## config.mk

```make
export PLATFORM = sky130hd
export DESIGN_NAME = rtc_sqw_irq
export DESIGN_NICKNAME = d
export VERILOG_FILES = /design/src/core/rtc_sqw_irq_pkg.sv /design/src/core/rtc_sqw_irq.sv
export SDC_FILE = /design/constraint.sdc
export NUM_CORES = 1
export LEC_CHECK = 0
export BUFFER_PORTS_ARGS = -buffer_cell sky130_fd_sc_hd__buf_2
export CORE_MARGIN = 2
export CORE_UTILIZATION = 39
export DETAILED_ROUTE_END_ITERATION = 16
export PLACE_DENSITY = 0.62
export REMOVE_ABC_BUFFERS = 1
export SLEW_MARGIN = 25
export SYNTH_ARGS = -nofsm -noshare
export SYNTH_HDL_FRONTEND = slang
export SYNTH_SLANG_ARGS = --single-unit
```

## constraint.sdc

```tcl
create_clock -name sys_clk_i -period 2.1 [get_ports sys_clk_i]
set_input_delay 0.21 -clock sys_clk_i [delete_from_list [all_inputs] [get_ports sys_clk_i]]
set_output_delay 0.21 -clock sys_clk_i [all_outputs]
set_load 0.05 [all_outputs]
```

## src/core/rtc_sqw_irq_pkg.sv

```systemverilog
/*
  Constants, field layout and carrier types for the RTC square-wave
  output and RTC interrupt block.
  Assumes a 16-bit register port and one synchronous system clock.
*/
//
// Contract
// RULE_01: Square wave from trimmed counter, 1Hz-16384Hz
// RULE_02: Select 0000 off; codes double from 1Hz
// RULE_03: Trim may distort one period per second
// RULE_04: Drive square wave on pin when selected
// RULE_05: One RTC interrupt from three events
// RULE_06: Seconds event on every seconds rollover
// RULE_07: Periodic event at selected interval
// RULE_08: Alarm event on alarm match
// RULE_09: Status bits: periodic 7, seconds 6, alarm 5
// RULE_10: Bits set on rising edge, cleared by read
// RULE_11: Mask bits 7:5 block interrupt, reset unmasked
// RULE_12: Interval decode 000..101, 11x off, reset 010; code also treats 000 as off (001..101 decoded)
// RULE_13: Periodic pulse lasts one oscillator period
// RULE_14: Set-time status suppresses periodic pulse
// RULE_15: Masked events still set their status bit
// RULE_16: Interrupt is OR of unmasked status bits
// RULE_17: Select 0000 holds square wave low
// RULE_18: Divider on oscillator, restarted at rollover
package rtc_sqw_irq_pkg;

  // ---------------------------------------------------------------
  // Register offsets
  // ---------------------------------------------------------------
  localparam logic [7:0] OUT_PER_CTRL_OFS = 8'h17;
  localparam logic [7:0] INT_STATUS1_OFS = 8'h19;
  localparam logic [7:0] INT_MASK1_OFS = 8'h21;

  // ---------------------------------------------------------------
  // Field positions
  // ---------------------------------------------------------------
  localparam int SQW_SEL_LSB = 0;
  localparam int PER_SEL_LSB = 4;
  localparam int PER_EV_BIT = 7;
  localparam int SEC_EV_BIT = 6;
  localparam int ALM_EV_BIT = 5;

  // ---------------------------------------------------------------
  // Reset values and counts
  // ---------------------------------------------------------------
  localparam logic [3:0] SQW_SEL_RST = 4'h0;
  localparam logic [2:0] PER_SEL_RST = 3'h2;
  localparam logic [2:0] EV_MASK_RST = 3'h0;
  localparam int OSC_HZ = 32768;
  localparam int SQW_CNT_W = 15;

  // Periodic interval codes
  localparam logic [2:0] PER_SEC = 3'h1;
  localparam logic [2:0] PER_MIN = 3'h2;
  localparam logic [2:0] PER_HOUR = 3'h3;
  localparam logic [2:0] PER_DAY = 3'h4;
  localparam logic [2:0] PER_MONTH = 3'h5;

  // Inputs from the counter, alarm and set-time logic
  typedef struct packed {
    logic sec_roll;
    logic min_roll;
    logic hour_roll;
    logic day_roll;
    logic month_roll;
    logic alarm_match;
    logic set_time;
  } rtc_events_s;

endpackage : rtc_sqw_irq_pkg

```

## src/core/rtc_sqw_irq.sv

```systemverilog
/*
  RTC square-wave output and RTC first-level interrupt with three
  sticky second-level events, masks and read-to-clear status.
  Assumes osc_tick_i pulses once per 32.768 kHz oscillator period and
  that rollover strobes from the trimmed counter coincide with a tick.
*/
`timescale 1ns/1ps
module rtc_sqw_irq
  import rtc_sqw_irq_pkg::*;
(
  input wire logic sys_clk_i,
  input wire logic reset_i,
  input wire logic [7:0] reg_addr_i,
  input wire logic [15:0] reg_wdata_i,
  input wire logic reg_wr_i,
  input wire logic reg_rd_i,
  output logic [15:0] reg_rdata_o,
  input wire logic osc_tick_i,
  input wire rtc_events_s rtc_ev_i,
  input wire logic pin_rtc_fn_i,
  output logic square_wave_pin_o,
  output logic square_wave_pin_oe_o,
  output logic periodic_pulse_o,
  output logic rtc_irq_o
);

  // ---------------------------------------------------------------
  // Registers
  // ---------------------------------------------------------------
  logic [3:0] square_wave_select_q;
  logic [2:0] periodic_interval_select_q;
  logic [2:0] event_mask_q;
  logic [2:0] status_q;
  logic [SQW_CNT_W-1:0] sqw_cnt_q;
  logic sqw_q;
  logic per_trig;
  logic [2:0] ev_src;
  logic [2:0] ev_prev_q;
  logic [2:0] ev_rise;
  logic stat_rd;

  assign stat_rd = reg_rd_i && (reg_addr_i == INT_STATUS1_OFS);

  always_ff @(posedge sys_clk_i) begin
    if (reset_i) begin
      square_wave_select_q <= SQW_SEL_RST;
      periodic_interval_select_q <= PER_SEL_RST; // RULE_12
    end else if (reg_wr_i && reg_addr_i == OUT_PER_CTRL_OFS) begin
      square_wave_select_q <= reg_wdata_i[SQW_SEL_LSB +: 4];
      periodic_interval_select_q <= reg_wdata_i[PER_SEL_LSB +: 3];
    end
  end

  always_ff @(posedge sys_clk_i) begin
    if (reset_i) begin
      event_mask_q <= EV_MASK_RST; // RULE_11
    end else if (reg_wr_i && reg_addr_i == INT_MASK1_OFS) begin
      event_mask_q <= reg_wdata_i[ALM_EV_BIT +: 3];
    end
  end

  // ---------------------------------------------------------------
  // Register read
  // ---------------------------------------------------------------
  always_ff @(posedge sys_clk_i) begin
    if (reset_i) begin
      reg_rdata_o <= 16'h0000;
    end else if (reg_rd_i) begin
      reg_rdata_o <= 16'h0000;
      case (reg_addr_i)
        OUT_PER_CTRL_OFS: begin
          reg_rdata_o[SQW_SEL_LSB +: 4] <= square_wave_select_q;
          reg_rdata_o[PER_SEL_LSB +: 3] <= periodic_interval_select_q;
        end
        INT_STATUS1_OFS: begin
          reg_rdata_o[ALM_EV_BIT +: 3] <= status_q; // RULE_09
        end
        INT_MASK1_OFS: begin
          reg_rdata_o[ALM_EV_BIT +: 3] <= event_mask_q;
        end
        default: begin
          reg_rdata_o <= 16'h0000;
        end
      endcase
    end
  end

  // ---------------------------------------------------------------
  // Square-wave divider
  // ---------------------------------------------------------------
  always_ff @(posedge sys_clk_i) begin
    if (reset_i) begin
      sqw_cnt_q <= '0;
    end else if (rtc_ev_i.sec_roll) begin
      sqw_cnt_q <= '0; // RULE_18 RULE_03
    end else if (osc_tick_i) begin
      sqw_cnt_q <= sqw_cnt_q + 1'b1; // RULE_18
    end
  end

  // Code n gives 2^(n-1) Hz: bit (15-n) of the tick count
  always_ff @(posedge sys_clk_i) begin
    if (reset_i) begin
      sqw_q <= 1'b0;
    end else if (square_wave_select_q == 4'h0) begin
      sqw_q <= 1'b0; // RULE_02 RULE_17
    end else begin
      sqw_q <= ~sqw_cnt_q[4'hF - square_wave_select_q]; // RULE_01 RULE_02
    end
  end

  always_ff @(posedge sys_clk_i) begin
    if (reset_i) begin
      square_wave_pin_o <= 1'b0;
      square_wave_pin_oe_o <= 1'b0;
    end else begin
      square_wave_pin_o <= pin_rtc_fn_i & sqw_q; // RULE_04
      square_wave_pin_oe_o <= pin_rtc_fn_i; // RULE_04
    end
  end

  // ---------------------------------------------------------------
  // Periodic pulse
  // ---------------------------------------------------------------
  always_comb begin
    case (periodic_interval_select_q) // RULE_12
      PER_SEC: per_trig = rtc_ev_i.sec_roll;
      PER_MIN: per_trig = rtc_ev_i.min_roll;
      PER_HOUR: per_trig = rtc_ev_i.hour_roll;
      PER_DAY: per_trig = rtc_ev_i.day_roll;
      PER_MONTH: per_trig = rtc_ev_i.month_roll;
      default: per_trig = 1'b0;
    endcase
  end

  always_ff @(posedge sys_clk_i) begin
    if (reset_i) begin
      periodic_pulse_o <= 1'b0;
    end else if (rtc_ev_i.set_time) begin
      periodic_pulse_o <= 1'b0; // RULE_14
    end else if (per_trig) begin
      periodic_pulse_o <= 1'b1; // RULE_07
    end else if (osc_tick_i) begin
      periodic_pulse_o <= 1'b0; // RULE_13
    end
  end

  // ---------------------------------------------------------------
  // Sticky status and interrupt
  // ---------------------------------------------------------------
  assign ev_src = {periodic_pulse_o, rtc_ev_i.sec_roll,
                   rtc_ev_i.alarm_match}; // RULE_05 RULE_06 RULE_08
  assign ev_rise = ev_src & ~ev_prev_q; // RULE_10

  always_ff @(posedge sys_clk_i) begin
    if (reset_i) begin
      ev_prev_q <= 3'h0;
    end else begin
      ev_prev_q <= ev_src;
    end
  end

  // New events win over the read clear; mask not applied here
  always_ff @(posedge sys_clk_i) begin
    if (reset_i) begin
      status_q <= 3'h0;
    end else if (stat_rd) begin
      status_q <= ev_rise; // RULE_10
    end else begin
      status_q <= status_q | ev_rise; // RULE_10 RULE_15
    end
  end

  always_ff @(posedge sys_clk_i) begin
    if (reset_i) begin
      rtc_irq_o <= 1'b0;
    end else begin
      rtc_irq_o <= |(status_q & ~event_mask_q); // RULE_11 RULE_16
    end
  end

  // ---------------------------------------------------------------
  // Checks
  // ---------------------------------------------------------------
  sqw_off_low_a: assert property ( // RULE_17
    @(posedge sys_clk_i) disable iff (reset_i)
    square_wave_select_q == 4'h0 |=> !sqw_q)
    else $error("square wave not low while disabled");

  sqw_restart_a: assert property ( // RULE_18
    @(posedge sys_clk_i) disable iff (reset_i)
    rtc_ev_i.sec_roll |=> sqw_cnt_q == '0)
    else $error("divider not restarted at rollover");

  sqw_fast_a: assert property ( // RULE_01
    @(posedge sys_clk_i) disable iff (reset_i)
    square_wave_select_q == 4'hF && !rtc_ev_i.sec_roll
    |=> sqw_q == !$past(sqw_cnt_q[0]))
    else $error("fastest square wave uses wrong divider bit");

  pin_drive_a: assert property ( // RULE_04
    @(posedge sys_clk_i) disable iff (reset_i)
    pin_rtc_fn_i ##1 pin_rtc_fn_i
    |=> square_wave_pin_oe_o && square_wave_pin_o == $past(sqw_q))
    else $error("square wave not driven on pin");

  sec_status_a: assert property ( // RULE_06
    @(posedge sys_clk_i) disable iff (reset_i)
    rtc_ev_i.sec_roll && !ev_prev_q[1] |=> status_q[1])
    else $error("seconds status not set");

  alarm_masked_a: assert property ( // RULE_15
    @(posedge sys_clk_i) disable iff (reset_i)
    rtc_ev_i.alarm_match && !ev_prev_q[0] && event_mask_q[0]
    |=> status_q[0] ##1 (!rtc_irq_o || $past(status_q[2:1]) != 2'b00
    || !$past(event_mask_q[0])))
    else $error("masked alarm mishandled");

  read_clear_a: assert property ( // RULE_10
    @(posedge sys_clk_i) disable iff (reset_i)
    stat_rd && ev_rise == 3'h0 |=> status_q == 3'h0)
    else $error("status not cleared by read");

  irq_or_a: assert property ( // RULE_16
    @(posedge sys_clk_i) disable iff (reset_i)
    ##1 rtc_irq_o == |($past(status_q) & ~$past(event_mask_q)))
    else $error("interrupt not OR of unmasked bits");

  per_suppress_a: assert property ( // RULE_14
    @(posedge sys_clk_i) disable iff (reset_i)
    rtc_ev_i.set_time |=> !periodic_pulse_o)
    else $error("periodic pulse during set time");

  per_width_a: assert property ( // RULE_13
    @(posedge sys_clk_i) disable iff (reset_i)
    periodic_pulse_o && osc_tick_i && !per_trig |=> !periodic_pulse_o)
    else $error("periodic pulse outlasts one tick");

  per_minute_a: assert property ( // RULE_12
    @(posedge sys_clk_i) disable iff (reset_i)
    periodic_interval_select_q == PER_MIN && rtc_ev_i.min_roll
    && !rtc_ev_i.set_time |=> periodic_pulse_o)
    else $error("minute periodic pulse missing");

endmodule : rtc_sqw_irq

```

==> key figures <==
Critical path
  • Reg-to-Reg Start: sqw_cnt_q[2]$_SDFFE_PP0P_
  • CP startpoint: sqw_cnt_q[2]$_SDFFE_PP0P_
  • Crit path max-delay family: simple AND/OR/NAND/NOR gates
  • Crit Path Max Fanout: 7
  • RR Endpoint: sqw_cnt_q[13]$_SDFFE_PP0P_
  • R2R setup slack: 0.47 ns
  • CP cell instances: nand3_1 -> nor3_1 -> or3b_2 -> a21oi_1
  • WP data arrival: 1.86 ns
  • Critical Path RT: 2.33 ns
  • Slowest stage delay, CP: 0.48 ns
  • Worst Path Buf+Inv: 0
  • Critical path's slowest cell: or3b_2
  • CP Class: reg -> reg
  • Crit end category: flop
  • Cell count along the critical path: 4
  • Critical path launch point type: flop
  • Register-to-Register Path Depth: 4

Yosys
  • Cells after Synth: 219
  • Syn Area/Cell: 9.30 um^2
  • Main flop type after synthesis: dfxtp_1
  • Synth Cell Area: 2040 um^2
  • Synth warnings: 0
  • Number of flops mapped to enable cells by yosys: 0
  • Synth unique cells: 47
  • Post-synth ARST share: 0
  • #FFs+latches synth: 44
  • Register area share after synthesis: 0.432

Placement
  • Placed cells: 319
  • Dpl cell area: 2260 um^2
  • DPL Wire Length: 3120 um
  • Input/output buffers: 40
  • GP Congestion: 0.826

Power and ir drop
  • Power density over cell area: 695 nW/um^2
  • Overall Power: 1.64 mW
  • Worst vdd ir: 0.363 mV
  • Leak Pwr: 0.871 nW

Clock tree
  • Cts hold-fix bufs: 0
  • CTS Buf Count: 5
  • Clock Path Buffers: 2
  • Clock Pin Slew Worst Setup and Hold Paths: 0.08 ns
  • Setup Fix Bufs, Post-CTS: 0
  • H-tree levels: 2
  • Clk sink count: 44
  • CTS resizes: 0
  • Worst-Skew Late Latency: 0.30 ns
  • CTS tree: built
  • Root Driver: clkbuf_8

Die
  • Die Y: 76.3 um
  • Io pins: 57
  • Die width: 76.3 um
  • Die ar.: 5820 um^2
  • Core ar.: 5070 um^2
  • Num rows: 26
  • Initial Utilization: 0.401

GRT
  • Tot GR Track Use: 0.152
  • Initial antenna violation count: 0
  • First-pass GRT wire length: 7250 um
  • Grt ovf: 0
  • Vias in the first global route: 1,508
  • Largest net degree at the start of global routing: 29

Detailed routing
  • Drt via density: 5.10
  • Routed wire length: 4280 um
  • First DRT Iteration DRCs: 48
  • DRT antenna net count: 0
  • Drt pass-1 iters: 4
  • Wire per inst: 13.1 um
  • Vias: 1,667
  • DRC Markers: 0

STA
  • Setup TNS: 0 ns
  • Final Hold Viols: 0
  • Clk_skew: 0.00553 ns
  • Count of final setup violators: 0
  • Slew Limit Fails: 0
  • Fmax: 615 MHz
  • Final critical-path share of the clock period: 0.774
  • Rel. slew slack: 0.662
  • Least-Margin Pin Slew: 0.503 ns
  • Min Tclk post-route: 1.63 ns
  • RSZ-0062 raised after global routing: false

Worst hold path
  • Hold Path Depth: 2
  • Worst hold path type: in -> reg
  • Hold endpoint: periodic_pulse_o$_SDFFE_PP0P_
  • Worst Min Path Start: rtc_ev_i[0]

Finish
  • Non-Filler Instances: 327
  • Antenna diode count: 0
  • # nets final: 294
  • Layout cells sized above 1: 0.226
  • Post-route cell area: 2360 um^2
  • Area growth from synthesis to layout: 16.1%

Status
  • Status: finished, final reports clean

Flow run
  • Max_cap viols: 0
==> cell families after synthesis <==
family / Yosys count / synth area share
AO/OA/AOI/OAI: 33 / 0.116
XOR/XNOR: 12 / 0.0516
adder cells (fa/ha/maj): 1 / 0.00614
buffers and inverters: 28 / 0.0700
flip-flops: 44 / 0.432
multiplexers: 15 / 0.0921
other: 1 / 0.00184
AND/OR/NAND/NOR: 85 / 0.230
==> cells in the final DEF (no fill, tap or decap), types with 3 or more instances in the layout <==
cell type	netlist	final
nand3_1	9	9
nand4_1	4	4
dfxtp_1	44	44
a21oi_1	5	5
nor2_1	31	31
inv_1	9	9
conb_1	1	8
o21ai_0	6	6
xor2_1	6	6
xnor2_1	6	6
mux2i_1	12	12
mux4_2	3	3
nand2_1	11	11
clkbuf_8	0	5
and4_1	3	3
a22oi_1	7	7
nor2b_1	5	5
buf_2	0	40
a22o_1	3	3
==> layout make-up <==
| cell class | count | area (um^2) |
|---|---|---|
| clock inverter | 2 | 35.0 |
| sequential | 44 | 881 |
| tap | 70 | 87.6 |
| clock buffer | 6 | 72.6 |
| inverter | 9 | 33.8 |
| fill | 531 | 2710 |
| timing repair buffer | 42 | 215 |
| multi-input combinational | 154 | 1040 |
==> how the worst max path moves through the flow <==
stage	end	slack (ns)
after floorplan	periodic_interval_select_q[1]$_SDFFE_PP1P_	0.39
after global placement	square_wave_select_q[1]$_SDFFE_PP0P_	0.26
after detailed placement	square_wave_select_q[1]$_SDFFE_PP0P_	0.24
after CTS	sqw_cnt_q[13]$_SDFFE_PP0P_	0.51
after global routing	sqw_cnt_q[13]$_SDFFE_PP0P_	0.36
final	sqw_cnt_q[13]$_SDFFE_PP0P_	0.47
==> worst reg2reg max path: stages (launching register included) <==
cell	delay [ns]
dfxtp_1	0.41
nand3_1	0.25
nor3_1	0.28
or3b_2	0.48
a21oi_1	0.15
==> synth_stat cells (2+ instances only) <==
library cell	n	area (um^2)
xor2_1	6	52.6
a21oi_1	5	25.0
mux4_2	3	67.6
inv_1	9	33.8
dfxtp_1	44	881
clkbuf_1	8	30.0
nand2_1	11	41.3
a22oi_1	7	52.6
nor3_1	2	10.0
a211oi_1	2	15.0
nor2b_1	5	31.3
a22o_1	3	26.3
mux2i_1	12	120
nor2_1	31	116
xnor2_1	6	52.6
nand4_1	4	25.0
a211o_1	2	17.5
nand3b_1	2	15.0
and4_1	3	26.3
buf_4	8	60.1
a32o_1	2	20.0
nor4_1	2	12.5
nand3_1	9	45.0
buf_1	2	7.51
or3b_2	2	17.5
o21ai_0	6	30.0
nand2b_1	2	12.5
and2_1	2	12.5
==> power breakdown <==
group          internal [mW]  switching (mW)
Sequential             0.848         0.00875
Clock                  0.353           0.289
Combinational         0.0450           0.100
Total                   1.25           0.398
==> state kept, by name (all words and copies together) (netlist names) <==
name                        cells
square_wave_pin_oe_o            1
sqw_cnt_q                      15
rtc_irq_o                       1
periodic_interval_select_q      3
periodic_pulse_o                1
sqw_q                           1
square_wave_select_q            4
reg_rdata_o                     8
event_mask_q                    3
ev_prev_q                       3
square_wave_pin_o               1
status_q                        3
==> through the flow <==
stage / util / hold WS, ns / setup slack [ns]
floorplan: - / 0.279 / 0.388
global placement: 0.445 / 0.373 / 0.260
detailed placement: 0.445 / 0.379 / 0.238
CTS: 0.466 / 0.0600 / 0.508
global route: 0.466 / 0.0572 / 0.362
finish: 0.466 / 0.0704 / 0.474
==> metal layers <==
metal / vias up / global-route usage / wire length [um]
met1: 785 / 0.203 / 2030
met4: 0 / 0.0491 / 36
met3: 5 / 0.0391 / 185
li1: 830 / - / -
met5: - / 0 / 0
met2: 47 / 0.241 / 2030
Note: power is estimated with default switching activity, not from simulation.
